<file path="src/rtl/dms_pkg.sv">
// Shared constants and types for the direct mode store sequencer.
// Assumes a single 200 MHz system clock and a byte-wide memory partner.
package dms_pkg;

  // ==========================================================================
  // Bus widths
  // ==========================================================================
  localparam int ADDR_W = 16;                   // Internal address bus width
  localparam int DATA_W = 8;                    // Internal data bus width

  // ==========================================================================
  // Reset values
  // ==========================================================================
  localparam logic [15:0] RESET_PC = 16'h0000;  // Program counter after reset
  localparam logic [7:0] RESET_ACC = 8'h00;     // Accumulator after reset

  // ==========================================================================
  // Addressing constants
  // ==========================================================================
  localparam logic [7:0] DIRECT_PAGE_HI = 8'h00;  // Upper byte of every direct address
  localparam logic [15:0] PC_STEP = 16'h0001;     // Program counter advance per byte

  // ==========================================================================
  // Opcodes the sequencer executes
  // ==========================================================================
  localparam logic [7:0] OP_STA_DIR = 8'hb7;    // Store accumulator, direct
  localparam logic [7:0] OP_LDA_DIR = 8'hb6;    // Load accumulator, direct
  localparam logic [7:0] OP_LDA_IMM = 8'ha6;    // Load accumulator, immediate
  localparam logic [7:0] OP_BR_ALWAYS = 8'h20;  // Branch always
  localparam logic [7:0] OP_BR_NEVER = 8'h21;   // Branch never
  localparam logic [7:0] OP_BR_NE = 8'h26;      // Branch if zero flag clear
  localparam logic [7:0] OP_BR_EQ = 8'h27;      // Branch if zero flag set
  localparam logic [7:0] OP_BR_PL = 8'h2a;      // Branch if negative flag clear
  localparam logic [7:0] OP_BR_MI = 8'h2b;      // Branch if negative flag set

  // ==========================================================================
  // Instruction classes from the decoder
  // ==========================================================================
  typedef enum logic [2:0] {
    DMS_CLS_SKIP = 3'h0,       // Operands consumed, no effect
    DMS_CLS_STA_DIR = 3'h1,    // Direct store of the accumulator
    DMS_CLS_LDA_DIR = 3'h2,    // Direct load of the accumulator
    DMS_CLS_LDA_IMM = 3'h3,    // Immediate load of the accumulator
    DMS_CLS_BRANCH = 3'h4      // Relative branch
  } dms_class_t;

  // ==========================================================================
  // Sequencer states, Gray coded along fetch, operand, calc, transfer
  // ==========================================================================
  typedef enum logic [2:0] {
    DMS_ST_FETCH = 3'b000,     // Opcode read at the program counter
    DMS_ST_OPND = 3'b001,      // First operand read
    DMS_ST_CALC = 3'b011,      // Internal address build
    DMS_ST_XFER = 3'b010,      // Data memory write or read
    DMS_ST_SKIP = 3'b110       // Remaining operand bytes consumed
  } dms_state_t;

endpackage

</file>
<file path="src/rtl/dms_core.sv">
// Fetch and execute sequencer of a small 8-bit core.
// Assumes memory answers reads combinationally in the cycle the address
// is driven and takes a write in the strobe cycle.
//
// How it works
// - opcode b7 is two-byte direct accumulator store
// - direct address upper byte forced to 00
// - direct store takes four cycles
// - cycle one reads opcode, advances program counter
// - cycle two reads low address byte
// - cycle three builds address, advances counter
// - cycle four writes accumulator with strobe
// - b6 direct load, a6 immediate load
// - opcode sets operand count, consumed in order
// - branch target is counter plus signed offset
// - code runs from any memory type
// - instructions take one to four cycles
// - immediate load completes in two cycles
// - loads set zero and negative flags
`timescale 1ns/1ps
`default_nettype none

module dms_core #(
  parameter int ADDR_W = dms_pkg::ADDR_W,
  parameter int DATA_W = dms_pkg::DATA_W
) (
  // Clock and reset
  input wire logic i_clk_sys,
  input wire logic i_reset_n,
  // Memory port
  input wire logic [7:0] i_mem_rdata,
  output logic [15:0] o_mem_addr,
  output logic [7:0] o_mem_wdata,
  output logic o_mem_we,
  // Core state
  output logic o_sync,
  output logic [7:0] o_acc,
  output logic o_flag_z,
  output logic o_flag_n
);

  // ==========================================================================
  // Parameter checks
  // ==========================================================================
  // The direct page build assumes exactly a 16-bit address and byte data
  if (ADDR_W != 16 || DATA_W != 8) begin : g_bad_width
    $error("dms_core supports only 16-bit address and 8-bit data");
  end

  // ==========================================================================
  // State
  // ==========================================================================
  dms_pkg::dms_state_t state_ff, nxt_state;  // Sequencer step
  dms_pkg::dms_class_t cls_ff, nxt_cls;      // Class of current instruction
  logic [7:0] opcode_ff, nxt_opcode;         // Current opcode
  logic [15:0] pc_ff, nxt_pc;                // Program counter
  logic [7:0] ea_lo_ff, nxt_ea_lo;           // Low byte of direct address
  logic [1:0] skip_ff, nxt_skip;             // Operand bytes left to consume
  logic [7:0] acc_ff, nxt_acc;               // Accumulator
  logic z_ff, nxt_z;                         // Zero flag
  logic n_ff, nxt_n;                         // Negative flag
  logic [15:0] addr_ff, nxt_addr;            // Address bus register
  logic [7:0] wdata_ff, nxt_wdata;           // Data bus register
  logic we_ff, nxt_we;                       // Write strobe register
  logic sync_ff, nxt_sync;                   // Opcode fetch marker

  // Decoder outputs
  dms_pkg::dms_class_t dec_cls;
  logic [1:0] dec_cnt;

  // ==========================================================================
  // Functions
  // ==========================================================================
  // Branch condition from opcode and flags
  function automatic logic br_taken(input logic [7:0] op, input logic z, input logic n);
    logic t;
    t = 1'b0;
    unique case (op)
      dms_pkg::OP_BR_ALWAYS: t = 1'b1;
      dms_pkg::OP_BR_NEVER: t = 1'b0;
      dms_pkg::OP_BR_NE: t = ~z;
      dms_pkg::OP_BR_EQ: t = z;
      dms_pkg::OP_BR_PL: t = ~n;
      dms_pkg::OP_BR_MI: t = n;
      default: t = 1'b0;                   // Flags not modelled here
    endcase
    return t;
  endfunction

  // Full direct address from its low byte
  function automatic logic [15:0] direct_addr(input logic [7:0] lo);
    return {dms_pkg::DIRECT_PAGE_HI, lo};
  endfunction

  // ==========================================================================
  // Opcode decoder
  // ==========================================================================
  dms_opdecode u_dec (
    .i_opcode(i_mem_rdata),
    .o_class(dec_cls),
    .o_opnd_cnt(dec_cnt)
  );

  // ==========================================================================
  // Next state
  // ==========================================================================
  // One step per clock; addresses for the next cycle are prepared here so
  // the bus pins come straight from flip-flops
  always_comb begin
    nxt_state = state_ff;
    nxt_cls = cls_ff;
    nxt_opcode = opcode_ff;
    nxt_pc = pc_ff;
    nxt_ea_lo = ea_lo_ff;
    nxt_skip = skip_ff;
    nxt_acc = acc_ff;
    nxt_z = z_ff;
    nxt_n = n_ff;
    nxt_addr = addr_ff;
    nxt_wdata = wdata_ff;
    nxt_we = 1'b0;
    nxt_sync = 1'b0;
    unique case (state_ff)
      // Opcode read from any memory, counter advanced
      dms_pkg::DMS_ST_FETCH: begin
        nxt_opcode = i_mem_rdata;
        nxt_cls = dec_cls;
        nxt_pc = pc_ff + dms_pkg::PC_STEP;
        nxt_addr = pc_ff + dms_pkg::PC_STEP;
        if (dec_cnt == 2'd0) begin
          nxt_state = dms_pkg::DMS_ST_FETCH;           // One-byte instruction
          nxt_sync = 1'b1;
        end else begin
          nxt_skip = dec_cnt - 2'd1;
          nxt_state = dms_pkg::DMS_ST_OPND;
        end
      end
      // First operand read at the counter
      dms_pkg::DMS_ST_OPND: begin
        nxt_ea_lo = i_mem_rdata;
        if (cls_ff == dms_pkg::DMS_CLS_LDA_IMM) begin
          nxt_acc = i_mem_rdata;
          nxt_z = (i_mem_rdata == 8'h00);
          nxt_n = i_mem_rdata[7];
          nxt_pc = pc_ff + dms_pkg::PC_STEP;
          nxt_addr = pc_ff + dms_pkg::PC_STEP;
          nxt_state = dms_pkg::DMS_ST_FETCH;
          nxt_sync = 1'b1;
        end else if (cls_ff == dms_pkg::DMS_CLS_SKIP) begin
          nxt_pc = pc_ff + dms_pkg::PC_STEP;
          nxt_addr = pc_ff + dms_pkg::PC_STEP;
          if (skip_ff == 2'd0) begin
            nxt_state = dms_pkg::DMS_ST_FETCH;
            nxt_sync = 1'b1;
          end else begin
            nxt_state = dms_pkg::DMS_ST_SKIP;
          end
        end else begin
          nxt_state = dms_pkg::DMS_ST_CALC;            // Counter held this cycle
        end
      end
      // Address build and counter advance
      dms_pkg::DMS_ST_CALC: begin
        nxt_pc = pc_ff + dms_pkg::PC_STEP;
        if (cls_ff == dms_pkg::DMS_CLS_BRANCH) begin
          if (br_taken(opcode_ff, z_ff, n_ff)) begin
            nxt_pc = pc_ff + dms_pkg::PC_STEP + {{8{ea_lo_ff[7]}}, ea_lo_ff};
          end
          nxt_addr = nxt_pc;
          nxt_state = dms_pkg::DMS_ST_FETCH;
          nxt_sync = 1'b1;
        end else begin
          nxt_addr = direct_addr(ea_lo_ff);
          nxt_wdata = acc_ff;
          nxt_we = (cls_ff == dms_pkg::DMS_CLS_STA_DIR);
          nxt_state = dms_pkg::DMS_ST_XFER;
        end
      end
      // Data memory cycle: write for the store, read for the load
      dms_pkg::DMS_ST_XFER: begin
        if (cls_ff == dms_pkg::DMS_CLS_LDA_DIR) begin
          nxt_acc = i_mem_rdata;
          nxt_z = (i_mem_rdata == 8'h00);
          nxt_n = i_mem_rdata[7];
        end
        nxt_addr = pc_ff;
        nxt_state = dms_pkg::DMS_ST_FETCH;
        nxt_sync = 1'b1;
      end
      // Trailing operand bytes of instructions without an effect here
      dms_pkg::DMS_ST_SKIP: begin
        nxt_pc = pc_ff + dms_pkg::PC_STEP;
        nxt_addr = pc_ff + dms_pkg::PC_STEP;
        nxt_skip = skip_ff - 2'd1;
        if (skip_ff == 2'd1) begin
          nxt_state = dms_pkg::DMS_ST_FETCH;
          nxt_sync = 1'b1;
        end
      end
      // Unused codes recover to a fetch at the counter
      default: begin
        nxt_addr = pc_ff;
        nxt_state = dms_pkg::DMS_ST_FETCH;
        nxt_sync = 1'b1;
      end
    endcase
  end

  // ==========================================================================
  // Registers
  // ==========================================================================
  // Synchronous reset puts the first fetch at the reset counter
  always_ff @(posedge i_clk_sys) begin
    if (!i_reset_n) begin
      state_ff <= dms_pkg::DMS_ST_FETCH;
      cls_ff <= dms_pkg::DMS_CLS_SKIP;
      opcode_ff <= 8'h00;
      pc_ff <= dms_pkg::RESET_PC;
      ea_lo_ff <= 8'h00;
      skip_ff <= 2'd0;
      acc_ff <= dms_pkg::RESET_ACC;
      z_ff <= 1'b0;
      n_ff <= 1'b0;
      addr_ff <= dms_pkg::RESET_PC;
      wdata_ff <= 8'h00;
      we_ff <= 1'b0;
      sync_ff <= 1'b1;
    end else begin
      state_ff <= nxt_state;
      cls_ff <= nxt_cls;
      opcode_ff <= nxt_opcode;
      pc_ff <= nxt_pc;
      ea_lo_ff <= nxt_ea_lo;
      skip_ff <= nxt_skip;
      acc_ff <= nxt_acc;
      z_ff <= nxt_z;
      n_ff <= nxt_n;
      addr_ff <= nxt_addr;
      wdata_ff <= nxt_wdata;
      we_ff <= nxt_we;
      sync_ff <= nxt_sync;
    end
  end

  // Outputs straight from flip-flops
  assign o_mem_addr = addr_ff;
  assign o_mem_wdata = wdata_ff;
  assign o_mem_we = we_ff;
  assign o_sync = sync_ff;
  assign o_acc = acc_ff;
  assign o_flag_z = z_ff;
  assign o_flag_n = n_ff;
endmodule

`default_nettype wire

</file>
<file path="src/rtl/dms_opdecode.sv">
// Opcode decoder: instruction class and operand byte count.
// Assumes the opcode is stable for the cycle it is decoded in.
`timescale 1ns/1ps
`default_nettype none

module dms_opdecode (
  // Opcode in
  input wire logic [7:0] i_opcode,
  // Decode out
  output dms_pkg::dms_class_t o_class,
  output logic [1:0] o_opnd_cnt
);

  // ==========================================================================
  // Class and operand count from the opcode
  // ==========================================================================
  // Count follows the opcode map by column group
  always_comb begin
    o_class = dms_pkg::DMS_CLS_SKIP;
    unique case (i_opcode[7:4])
      4'h0: o_opnd_cnt = 2'd2;                  // Bit test and branch
      4'h1, 4'h2, 4'h3, 4'h6, 4'ha, 4'hb, 4'he: o_opnd_cnt = 2'd1;
      4'hc, 4'hd: o_opnd_cnt = 2'd2;            // Extended, 16-bit index offset
      default: o_opnd_cnt = 2'd0;               // Inherent and plain indexed
    endcase
    if (i_opcode == dms_pkg::OP_STA_DIR) begin
      o_class = dms_pkg::DMS_CLS_STA_DIR;
    end else if (i_opcode == dms_pkg::OP_LDA_DIR) begin
      o_class = dms_pkg::DMS_CLS_LDA_DIR;
    end else if (i_opcode == dms_pkg::OP_LDA_IMM) begin
      o_class = dms_pkg::DMS_CLS_LDA_IMM;
    end else if (i_opcode[7:4] == 4'h2) begin
      o_class = dms_pkg::DMS_CLS_BRANCH;
    end
  end

endmodule

`default_nettype wire

</file>
<file path="config.mk">
export PLATFORM = sky130hd
export DESIGN_NAME = dms_core
export DESIGN_NICKNAME = d
export VERILOG_FILES = /design/src/rtl/dms_pkg.sv /design/src/rtl/dms_core.sv /design/src/rtl/dms_opdecode.sv
export SDC_FILE = /design/constraint.sdc
export NUM_CORES = 1
export LEC_CHECK = 0
export BUFFER_PORTS_ARGS = -buffer_cell sky130_fd_sc_hd__buf_2
export CAP_MARGIN = 20
export CORE_ASPECT_RATIO = 0.5
export CORE_UTILIZATION = 60
export DETAILED_ROUTE_END_ITERATION = 8
export PLACE_DENSITY = 0.86
export SLEW_MARGIN = 20
export SYNTH_ARGS = -nofsm -noshare
export SYNTH_HDL_FRONTEND = slang
export SYNTH_SLANG_ARGS = --single-unit
</file>
<file path="constraint.sdc">
create_clock -name i_clk_sys -period 3.8 [get_ports i_clk_sys]
set_input_delay 0.38 -clock i_clk_sys [delete_from_list [all_inputs] [get_ports i_clk_sys]]
set_output_delay 0.38 -clock i_clk_sys [all_outputs]
set_load 0.02 [all_outputs]
</file>
==> results of run 1 <==
-- worst reg2reg max path: stages (launching register included) --
cell and delay, ns:
sky130_fd_sc_hd__dfxtp_1 0.43, sky130_fd_sc_hd__ha_1 0.28, sky130_fd_sc_hd__and4_1 0.26, sky130_fd_sc_hd__nand2_1 0.08, sky130_fd_sc_hd__xnor2_1 0.35, sky130_fd_sc_hd__ha_1 0.37, sky130_fd_sc_hd__a21oi_1 0.24, sky130_fd_sc_hd__nand2b_1 0.13
sky130_fd_sc_hd__o21ai_1 0.28, sky130_fd_sc_hd__a32oi_1 0.21, sky130_fd_sc_hd__and2_4 0.22, sky130_fd_sc_hd__o41a_1 0.39, sky130_fd_sc_hd__nand3_1 0.08
-- power by group through the flow --
stage,registers (mW),logic (mW),clock network (mW)
global placement,0.896,0.365,0
CTS,0.883,0.378,0.846
global route,0.889,0.419,0.884
detailed placement,0.900,0.375,0
floorplan,0.892,0.286,0
finish,0.885,0.385,0.851
-- path summary, 6_finish.rpt --
check                 startpoint      endpoint  cells after the start
hold reg to reg     opcode_ff[5]  opcode_ff[5]                      2
setup / recovery        pc_ff[0]     pc_ff[15]                     12
setup reg to reg        pc_ff[0]     pc_ff[15]                     12
hold / removal    i_mem_rdata[3]  opcode_ff[3]                      3
-- sequential cells by signal, indices dropped and copies added, names as in the netlist --
name         count
o_flag_z         1
opcode_ff        8
o_sync           1
ea_lo_ff         8
skip_ff          2
cls_ff           3
o_mem_addr      16
o_mem_wdata      8
o_acc            8
state_ff         3
pc_ff           16
o_mem_we         1
-- logic make-up after synthesis --
group                      Yosys count  share of synthesized area
DFF                                 75                      0.314
adders and majority gates           22                     0.0591
AOI/OAI and AO/OA                  168                      0.230
xor gates and xnor gates            24                     0.0455
muxes                               30                     0.0646
buffers and inverters               46                     0.0484
and+or+nand+nor                    221                      0.238
-- metal layers --
metal / track usage / up-vias / share of wire
li1: - / 2193 / -
met1: 0.429 / 2191 / 0.43
met2: 0.495 / 281 / 0.43
met3: 0.105 / 29 / 0.12
met4: 0.118 / 0 / 0.017
met5: 0 / - / 0
-- cell usage in the layout (no fill, tap or decap), types with 5 or more instances in the layout --
master | Yosys | routed
sky130_fd_sc_hd__a211oi_1 | 6 | 6
sky130_fd_sc_hd__a21oi_1 | 49 | 49
sky130_fd_sc_hd__a221oi_1 | 6 | 6
sky130_fd_sc_hd__a31oi_1 | 14 | 14
sky130_fd_sc_hd__and3_1 | 7 | 7
sky130_fd_sc_hd__buf_2 | 12 | 45
sky130_fd_sc_hd__clkbuf_16 | 0 | 9
sky130_fd_sc_hd__dfxtp_1 | 75 | 75
sky130_fd_sc_hd__ha_1 | 21 | 21
sky130_fd_sc_hd__inv_1 | 12 | 12
sky130_fd_sc_hd__mux2i_1 | 26 | 26
sky130_fd_sc_hd__nand2_1 | 64 | 64
sky130_fd_sc_hd__nand2b_1 | 5 | 5
sky130_fd_sc_hd__nand3_1 | 17 | 17
sky130_fd_sc_hd__nor2_1 | 60 | 60
sky130_fd_sc_hd__nor3_1 | 12 | 12
sky130_fd_sc_hd__nor3_2 | 5 | 5
sky130_fd_sc_hd__o211ai_1 | 8 | 8
sky130_fd_sc_hd__o21ai_0 | 29 | 29
sky130_fd_sc_hd__o21ai_1 | 10 | 10
sky130_fd_sc_hd__xnor2_1 | 15 | 15
sky130_fd_sc_hd__xor2_1 | 8 | 8
-- through the flow --
step	worst slack (ns)	instance area, um2	utilization
2_1_floorplan	0.824	4780	-
3_3_place_gp	0.643	5000	0.665
3_5_place_dp	0.548	5000	0.665
4_1_cts	0.472	5290	0.704
5_1_grt	0.178	5290	0.704
6_report	0.419	5290	0.704
-- layout make-up --
type | instances | area (um2)
clock inverters | 4 | 31.3
fillers | 566 | 2220
clock buffers | 12 | 267
multi-input cells | 465 | 3060
well taps | 108 | 135
repair buffers | 49 | 255
flip-flops and latches | 75 | 1500
inverters | 13 | 48.8
==> results.json, run 1 <==
{
  "clock_tree_from_tritoncts": "built",
  "cts.repair_timing.setup_buffer_count": 0,
  "maximum_number_of_pins_on_one_net_before_global_route_repair": 54,
  "synth_fp_nets": 618,
  "final.setup.tns_ns": 0,
  "yosysMostFrequentCell": "sky130_fd_sc_hd__dfxtp_1",
  "worst_clock_skew_ns": 0.00587,
  "antenna_found_initial": 0,
  "critPathTopFamily": "compound AO/OA/AOI/OAI gates",
  "cts_max_level": 3,
  "critPathMostFrequentCell": "sky130_fd_sc_hd__ha_1",
  "cts_max_path_buffers": 2,
  "ys_seq_elements": 75,
  "finalNonFillerCells": 726,
  "boundaryPins": 46,
  "async_sr_flop_fraction": 0,
  "worstHoldPathType": "in -> reg",
  "clock_insertion_delay_worst_skew_ns": 0.35,
  "post-route-min-period_ns": 3.38,
  "worst_setup_path_start_kind": "register",
  "gp_congestion": 0.932,
  "initial_core_util": 0.637,
  "antenna_cells": 0,
  "die_span_y_um": 65.1,
  "critPathArrivalTime_ns": 3.67,
  "worst_setup_path_type": "reg -> reg",
  "port_buffers": 45,
  "placed_cells_incl_taps": 710,
  "p_clk_frac": 0.401,
  "synthTopCellsByCount": "sky130_fd_sc_hd__dfxtp_1 (75), sky130_fd_sc_hd__nand2_1 (64), sky130_fd_sc_hd__nor2_1 (60)",
  "post-synth-top-area-fraction": 0.314,
  "number_of_buffers_inserted_during_clock_tree_synthesis": 9,
  "worst_setup_hold_path_clk_slew_ns": 0.06,
  "power.internal_mw": 1.47,
  "postcts_resize_cnt": 0,
  "report.power.total_mw": 2.12,
  "dpl.hpwl_um": 9080,
  "r2r_setup_slack_ns": 0.42,
  "pwr-share-seq": 0.417,
  "synth.lib_cells_used.distinct": 83,
  "core_mm2": 0.00751,
  "routed_wl_um": 13200,
  "proportion_of_layout_cells_with_a_drive_suffix_above_1": 0.167,
  "cts.sink_count": 75,
  "post_synth.cell_area_avg_um2": 8.16,
  "cts.root.buffer_cell": "sky130_fd_sc_hd__clkbuf_16",
  "routedWlPerCell_um": 18.2,
  "fin_hold_ws_ns": 0.334,
  "final-setup-viol-count": 0,
  "worstPathMaxFanout": 7,
  "p_sw_uw": 647,
  "critical_path.slowest_cell": "sky130_fd_sc_hd__dfxtp_1",
  "maxClockFrequency_ghz": 0.296,
  "slew-limit-headroom": 0.264,
  "outcome": "finished clean",
  "layout_worst_path_cycle_share": 0.890,
  "postSynth.topFlopCell": "sky130_fd_sc_hd__dfxtp_1",
  "dr_total_vias": 4694,
  "die_width_um": 128,
  "leakagePower_nw": 2.19,
  "synth_area_leaders": "sky130_fd_sc_hd__dfxtp_1 (31%), sky130_fd_sc_hd__ha_1 (5.5%), sky130_fd_sc_hd__mux2i_1 (5.4%)",
  "comb_power_share": 0.182,
  "globalRouteTotalUtil": 0.324,
  "post_synth_inst_count": 586,
  "crit_path_cell_trace": "ha_1 > and4_1 > nand2_1 > xnor2_1 > ha_1 > a21oi_1 > nand2b_1 > o21ai_1 > a32oi_1 > and2_4 > o41a_1 > nand3_1",
  "p_sw_frac": 0.305,
  "drt_drc_violations_left": 0,
  "cap_violations": 0,
  "hold_viol_final": 0,
  "max_slew.worst_pin.slew_ns": 1.10,
  "cp_num_buf_inv": 0,
  "seq_area_frac_synth": 0.314,
  "drtPass1Iterations": 5,
  "synth-edff-count": 0,
  "globalRoute.totalOverflow": 0,
  "antenna_violating_nets_post_route": 0,
  "cp_slowest_stage_delay_ns": 0.43,
  "finalNetCount": 645,
  "power_per_cell_area_mw_per_mm2": 401,
  "worst_ir_drop_vdd_mv": 0.290,
  "post_drt_via_cell_ratio": 6.47,
  "cts.hold.buffers_added": 0,
  "maxSlewViolCount": 0,
  "rsz0062_at_grt": "false",
  "worst_ep_required_time_ns": 4.09,
  "setup.worst_path.end_class": "register",
  "post_synth_instance_area_mm2": 0.00478,
  "cell_rows": 22,
  "yosysTopAreaCell": "sky130_fd_sc_hd__dfxtp_1",
  "syn_to_final_growth_pct": 10.6,
  "drt-initial-drc-count": 504,
  "ys.warnings.count": 0,
  "first_pass_grt_wire_length_um": 20800,
  "grt_pass1_vias": 4194,
  "die-area_mm2": 0.00836
}
Power figures use the tool's default switching activity.
==> run 2, diff against run 1 <==
Settings changed: CTS_BUF_LIST from default to sky130_fd_sc_hd__clkbuf_8 sky130_fd_sc_hd__clkbuf_16, PLACE_DENSITY 0.86 to 0.81.
==> run 2 against run 1 <==
- die area is the same
- worst setup slack lost 0.054 ns
- clock skew grew 0.0042 ns
- worst hold slack lost 0.019 ns
- flip-flop and latch count is the same
- cell area shrank 0.14%
- critical endpoint unchanged
==> results.json, run 2 (synthesis gave the netlist of run 1 again) <==
{
  "finalNonFillerCells": 725,
  "register_area_mm2": 0.00150,
  "max_slew.worst_pin.slew_ns": 0.962,
  "cp_slowest_stage_delay_ns": 0.43,
  "maxClockFrequency_ghz": 0.291,
  "cts.hold.buffers_added": 0,
  "worstPathMaxFanout": 7,
  "globalRouteMet1Util": 0.434,
  "clock_tree_from_tritoncts": "built",
  "dr_total_vias": 4678,
  "die-area_mm2": 0.00836,
  "critical_path.slowest_cell": "sky130_fd_sc_hd__dfxtp_1",
  "antenna_violating_nets_post_route": 0,
  "layout_worst_path_cycle_share": 0.904,
  "pre_cts_ws_ns": 0.484,
  "regToRegEndpoint": "pc_ff[15]",
  "postcts_resize_cnt": 0,
  "finalNetCount": 644,
  "dpl.hpwl_um": 8880,
  "first_pass_grt_wire_length_um": 21400,
  "critical_path.reg2reg.startpoint": "pc_ff[0]",
  "die_width_um": 128,
  "port_buffers": 45,
  "crit_path_cell_trace": "ha_1 > and4_1 > and2_1 > nand2_1 > xnor2_1 > ha_1 > a211oi_1 > nor2_1 > and2b_2 > a32oi_1 > and2_4 > o41a_1 > nand3_1",
  "post-route-worst-setup-slack_ns": 0.365,
  "multi_input_combinational_cell_area_mm2": 0.00306,
  "cts_max_path_buffers": 2,
  "cts.sink_count": 75,
  "hold_start": "i_mem_rdata[3]",
  "drtPass1Iterations": 6,
  "final.setup.tns_ns": 0,
  "worst_setup_path_type": "reg -> reg",
  "cp_num_buf_inv": 0,
  "post-route-util": 0.703,
  "worst_setup_hold_path_clk_slew_ns": 0.07,
  "final_design_area_excluding_fillers_mm2": 0.00529,
  "routedWlPerCell_um": 17.9,
  "power_per_cell_area_mw_per_mm2": 401,
  "whs_endpoint": "opcode_ff[3]",
  "most-common-layout-cells": "sky130_fd_sc_hd__dfxtp_1 (75), sky130_fd_sc_hd__nand2_1 (64), sky130_fd_sc_hd__nor2_1 (60), sky130_fd_sc_hd__a21oi_1 (49), sky130_fd_sc_hd__buf_2 (45)",
  "setup.worst_path.end_class": "register",
  "number_of_buffers_inserted_during_clock_tree_synthesis": 9,
  "globalRouteTotalUtil": 0.332,
  "outcome": "finished clean",
  "cts_max_level": 3,
  "number_of_cells_traversed_by_the_worst_register_to_register_path": 13,
  "globalRoute.totalOverflow": 0,
  "final-setup-viol-count": 0,
  "grt_pass1_vias": 4335,
  "leakagePower_nw": 2.18,
  "use_met2": 0.511,
  "worst_setup_path_start_kind": "register",
  "r2r_setup_slack_ns": 0.37,
  "routed_wl_um": 12900,
  "gp_congestion": 1.04,
  "clock_insertion_delay_worst_skew_ns": 0.36,
  "layout_commonest_cell": "sky130_fd_sc_hd__dfxtp_1",
  "die_span_y_um": 65.1,
  "fin_hold_ws_ns": 0.315,
  "boundaryPins": 46,
  "cell_rows": 22,
  "slew-limit-headroom": 0.358,
  "syn_to_final_growth_pct": 10.5,
  "placed_cells_incl_taps": 709,
  "rsz0062_at_grt": "false",
  "proportion_of_layout_cells_with_a_drive_suffix_above_1": 0.165,
  "cts.repair_timing.setup_buffer_count": 0,
  "layout_filler_cell_count": 598,
  "core_mm2": 0.00751,
  "placed_area_mm2": 0.00499,
  "report.power.total_mw": 2.12,
  "worst_ep_required_time_ns": 4.09,
  "antenna_found_initial": 0,
  "drt-initial-drc-count": 526,
  "worst_ir_drop_vdd_mv": 0.296,
  "worstHoldPathType": "in -> reg",
  "critPathTopFamily": "simple AND/OR/NAND/NOR gates",
  "met3_usage": 0.112,
  "top_usage_layer": "met2",
  "critPathArrivalTime_ns": 3.73,
  "worst_clock_skew_ns": 0.0101,
  "maxSlewViolCount": 0,
  "hold_viol_final": 0,
  "antenna_cells": 0,
  "maximum_number_of_pins_on_one_net_before_global_route_repair": 54,
  "cap_violations": 0,
  "drt_drc_violations_left": 0,
  "post_drt_via_cell_ratio": 6.45,
  "cts.root.buffer_cell": "sky130_fd_sc_hd__clkbuf_16",
  "initial_core_util": 0.637,
  "critPathMostFrequentCell": "sky130_fd_sc_hd__ha_1",
  "post-route-min-period_ns": 3.43,
  "hold_depth": 3
}
==> run 2: area by class of cell <==
type                    instances  area share
clock inverters                 6     0.00970
flip-flops and latches         75       0.284
repair buffers                 48      0.0469
inverters                      13     0.00923
clock buffers                  10      0.0452
multi-input cells             465       0.579
well taps                     108      0.0256
==> run 2: metal layers <==
metal	share of wire	vias up
met1	0.44	2191
met5	0	-
met4	0.021	0
met3	0.12	37
met2	0.42	252
li1	-	2198
==> run 2: where the power goes <==
| group | internal (mW) | switching, mW |
|---|---|---|
| clock | 0.472 | 0.377 |
| sequential | 0.831 | 0.0548 |
| combinational | 0.145 | 0.240 |
| total | 1.45 | 0.672 |
==> run 2: worst max path at each step <==
stage / endpoint / cells after the start / startpoint / slack [ns]
floorplan: pc_ff[15] / 13 / pc_ff[0] / 0.82
global placement: pc_ff[15] / 13 / pc_ff[0] / 0.63
detailed placement: pc_ff[15] / 13 / pc_ff[0] / 0.48
CTS: pc_ff[15] / 13 / pc_ff[0] / 0.44
global route: pc_ff[15] / 13 / pc_ff[0] / 0.25
finish: pc_ff[15] / 13 / pc_ff[0] / 0.37
==> run 2: tightest hold or removal path, delay by kind of cell <==
family                 cells  cell delay (ns)
AOI/OAI and AO/OA          1             0.05
buffers and inverters      1             0.14
and+or+nand+nor            1             0.06
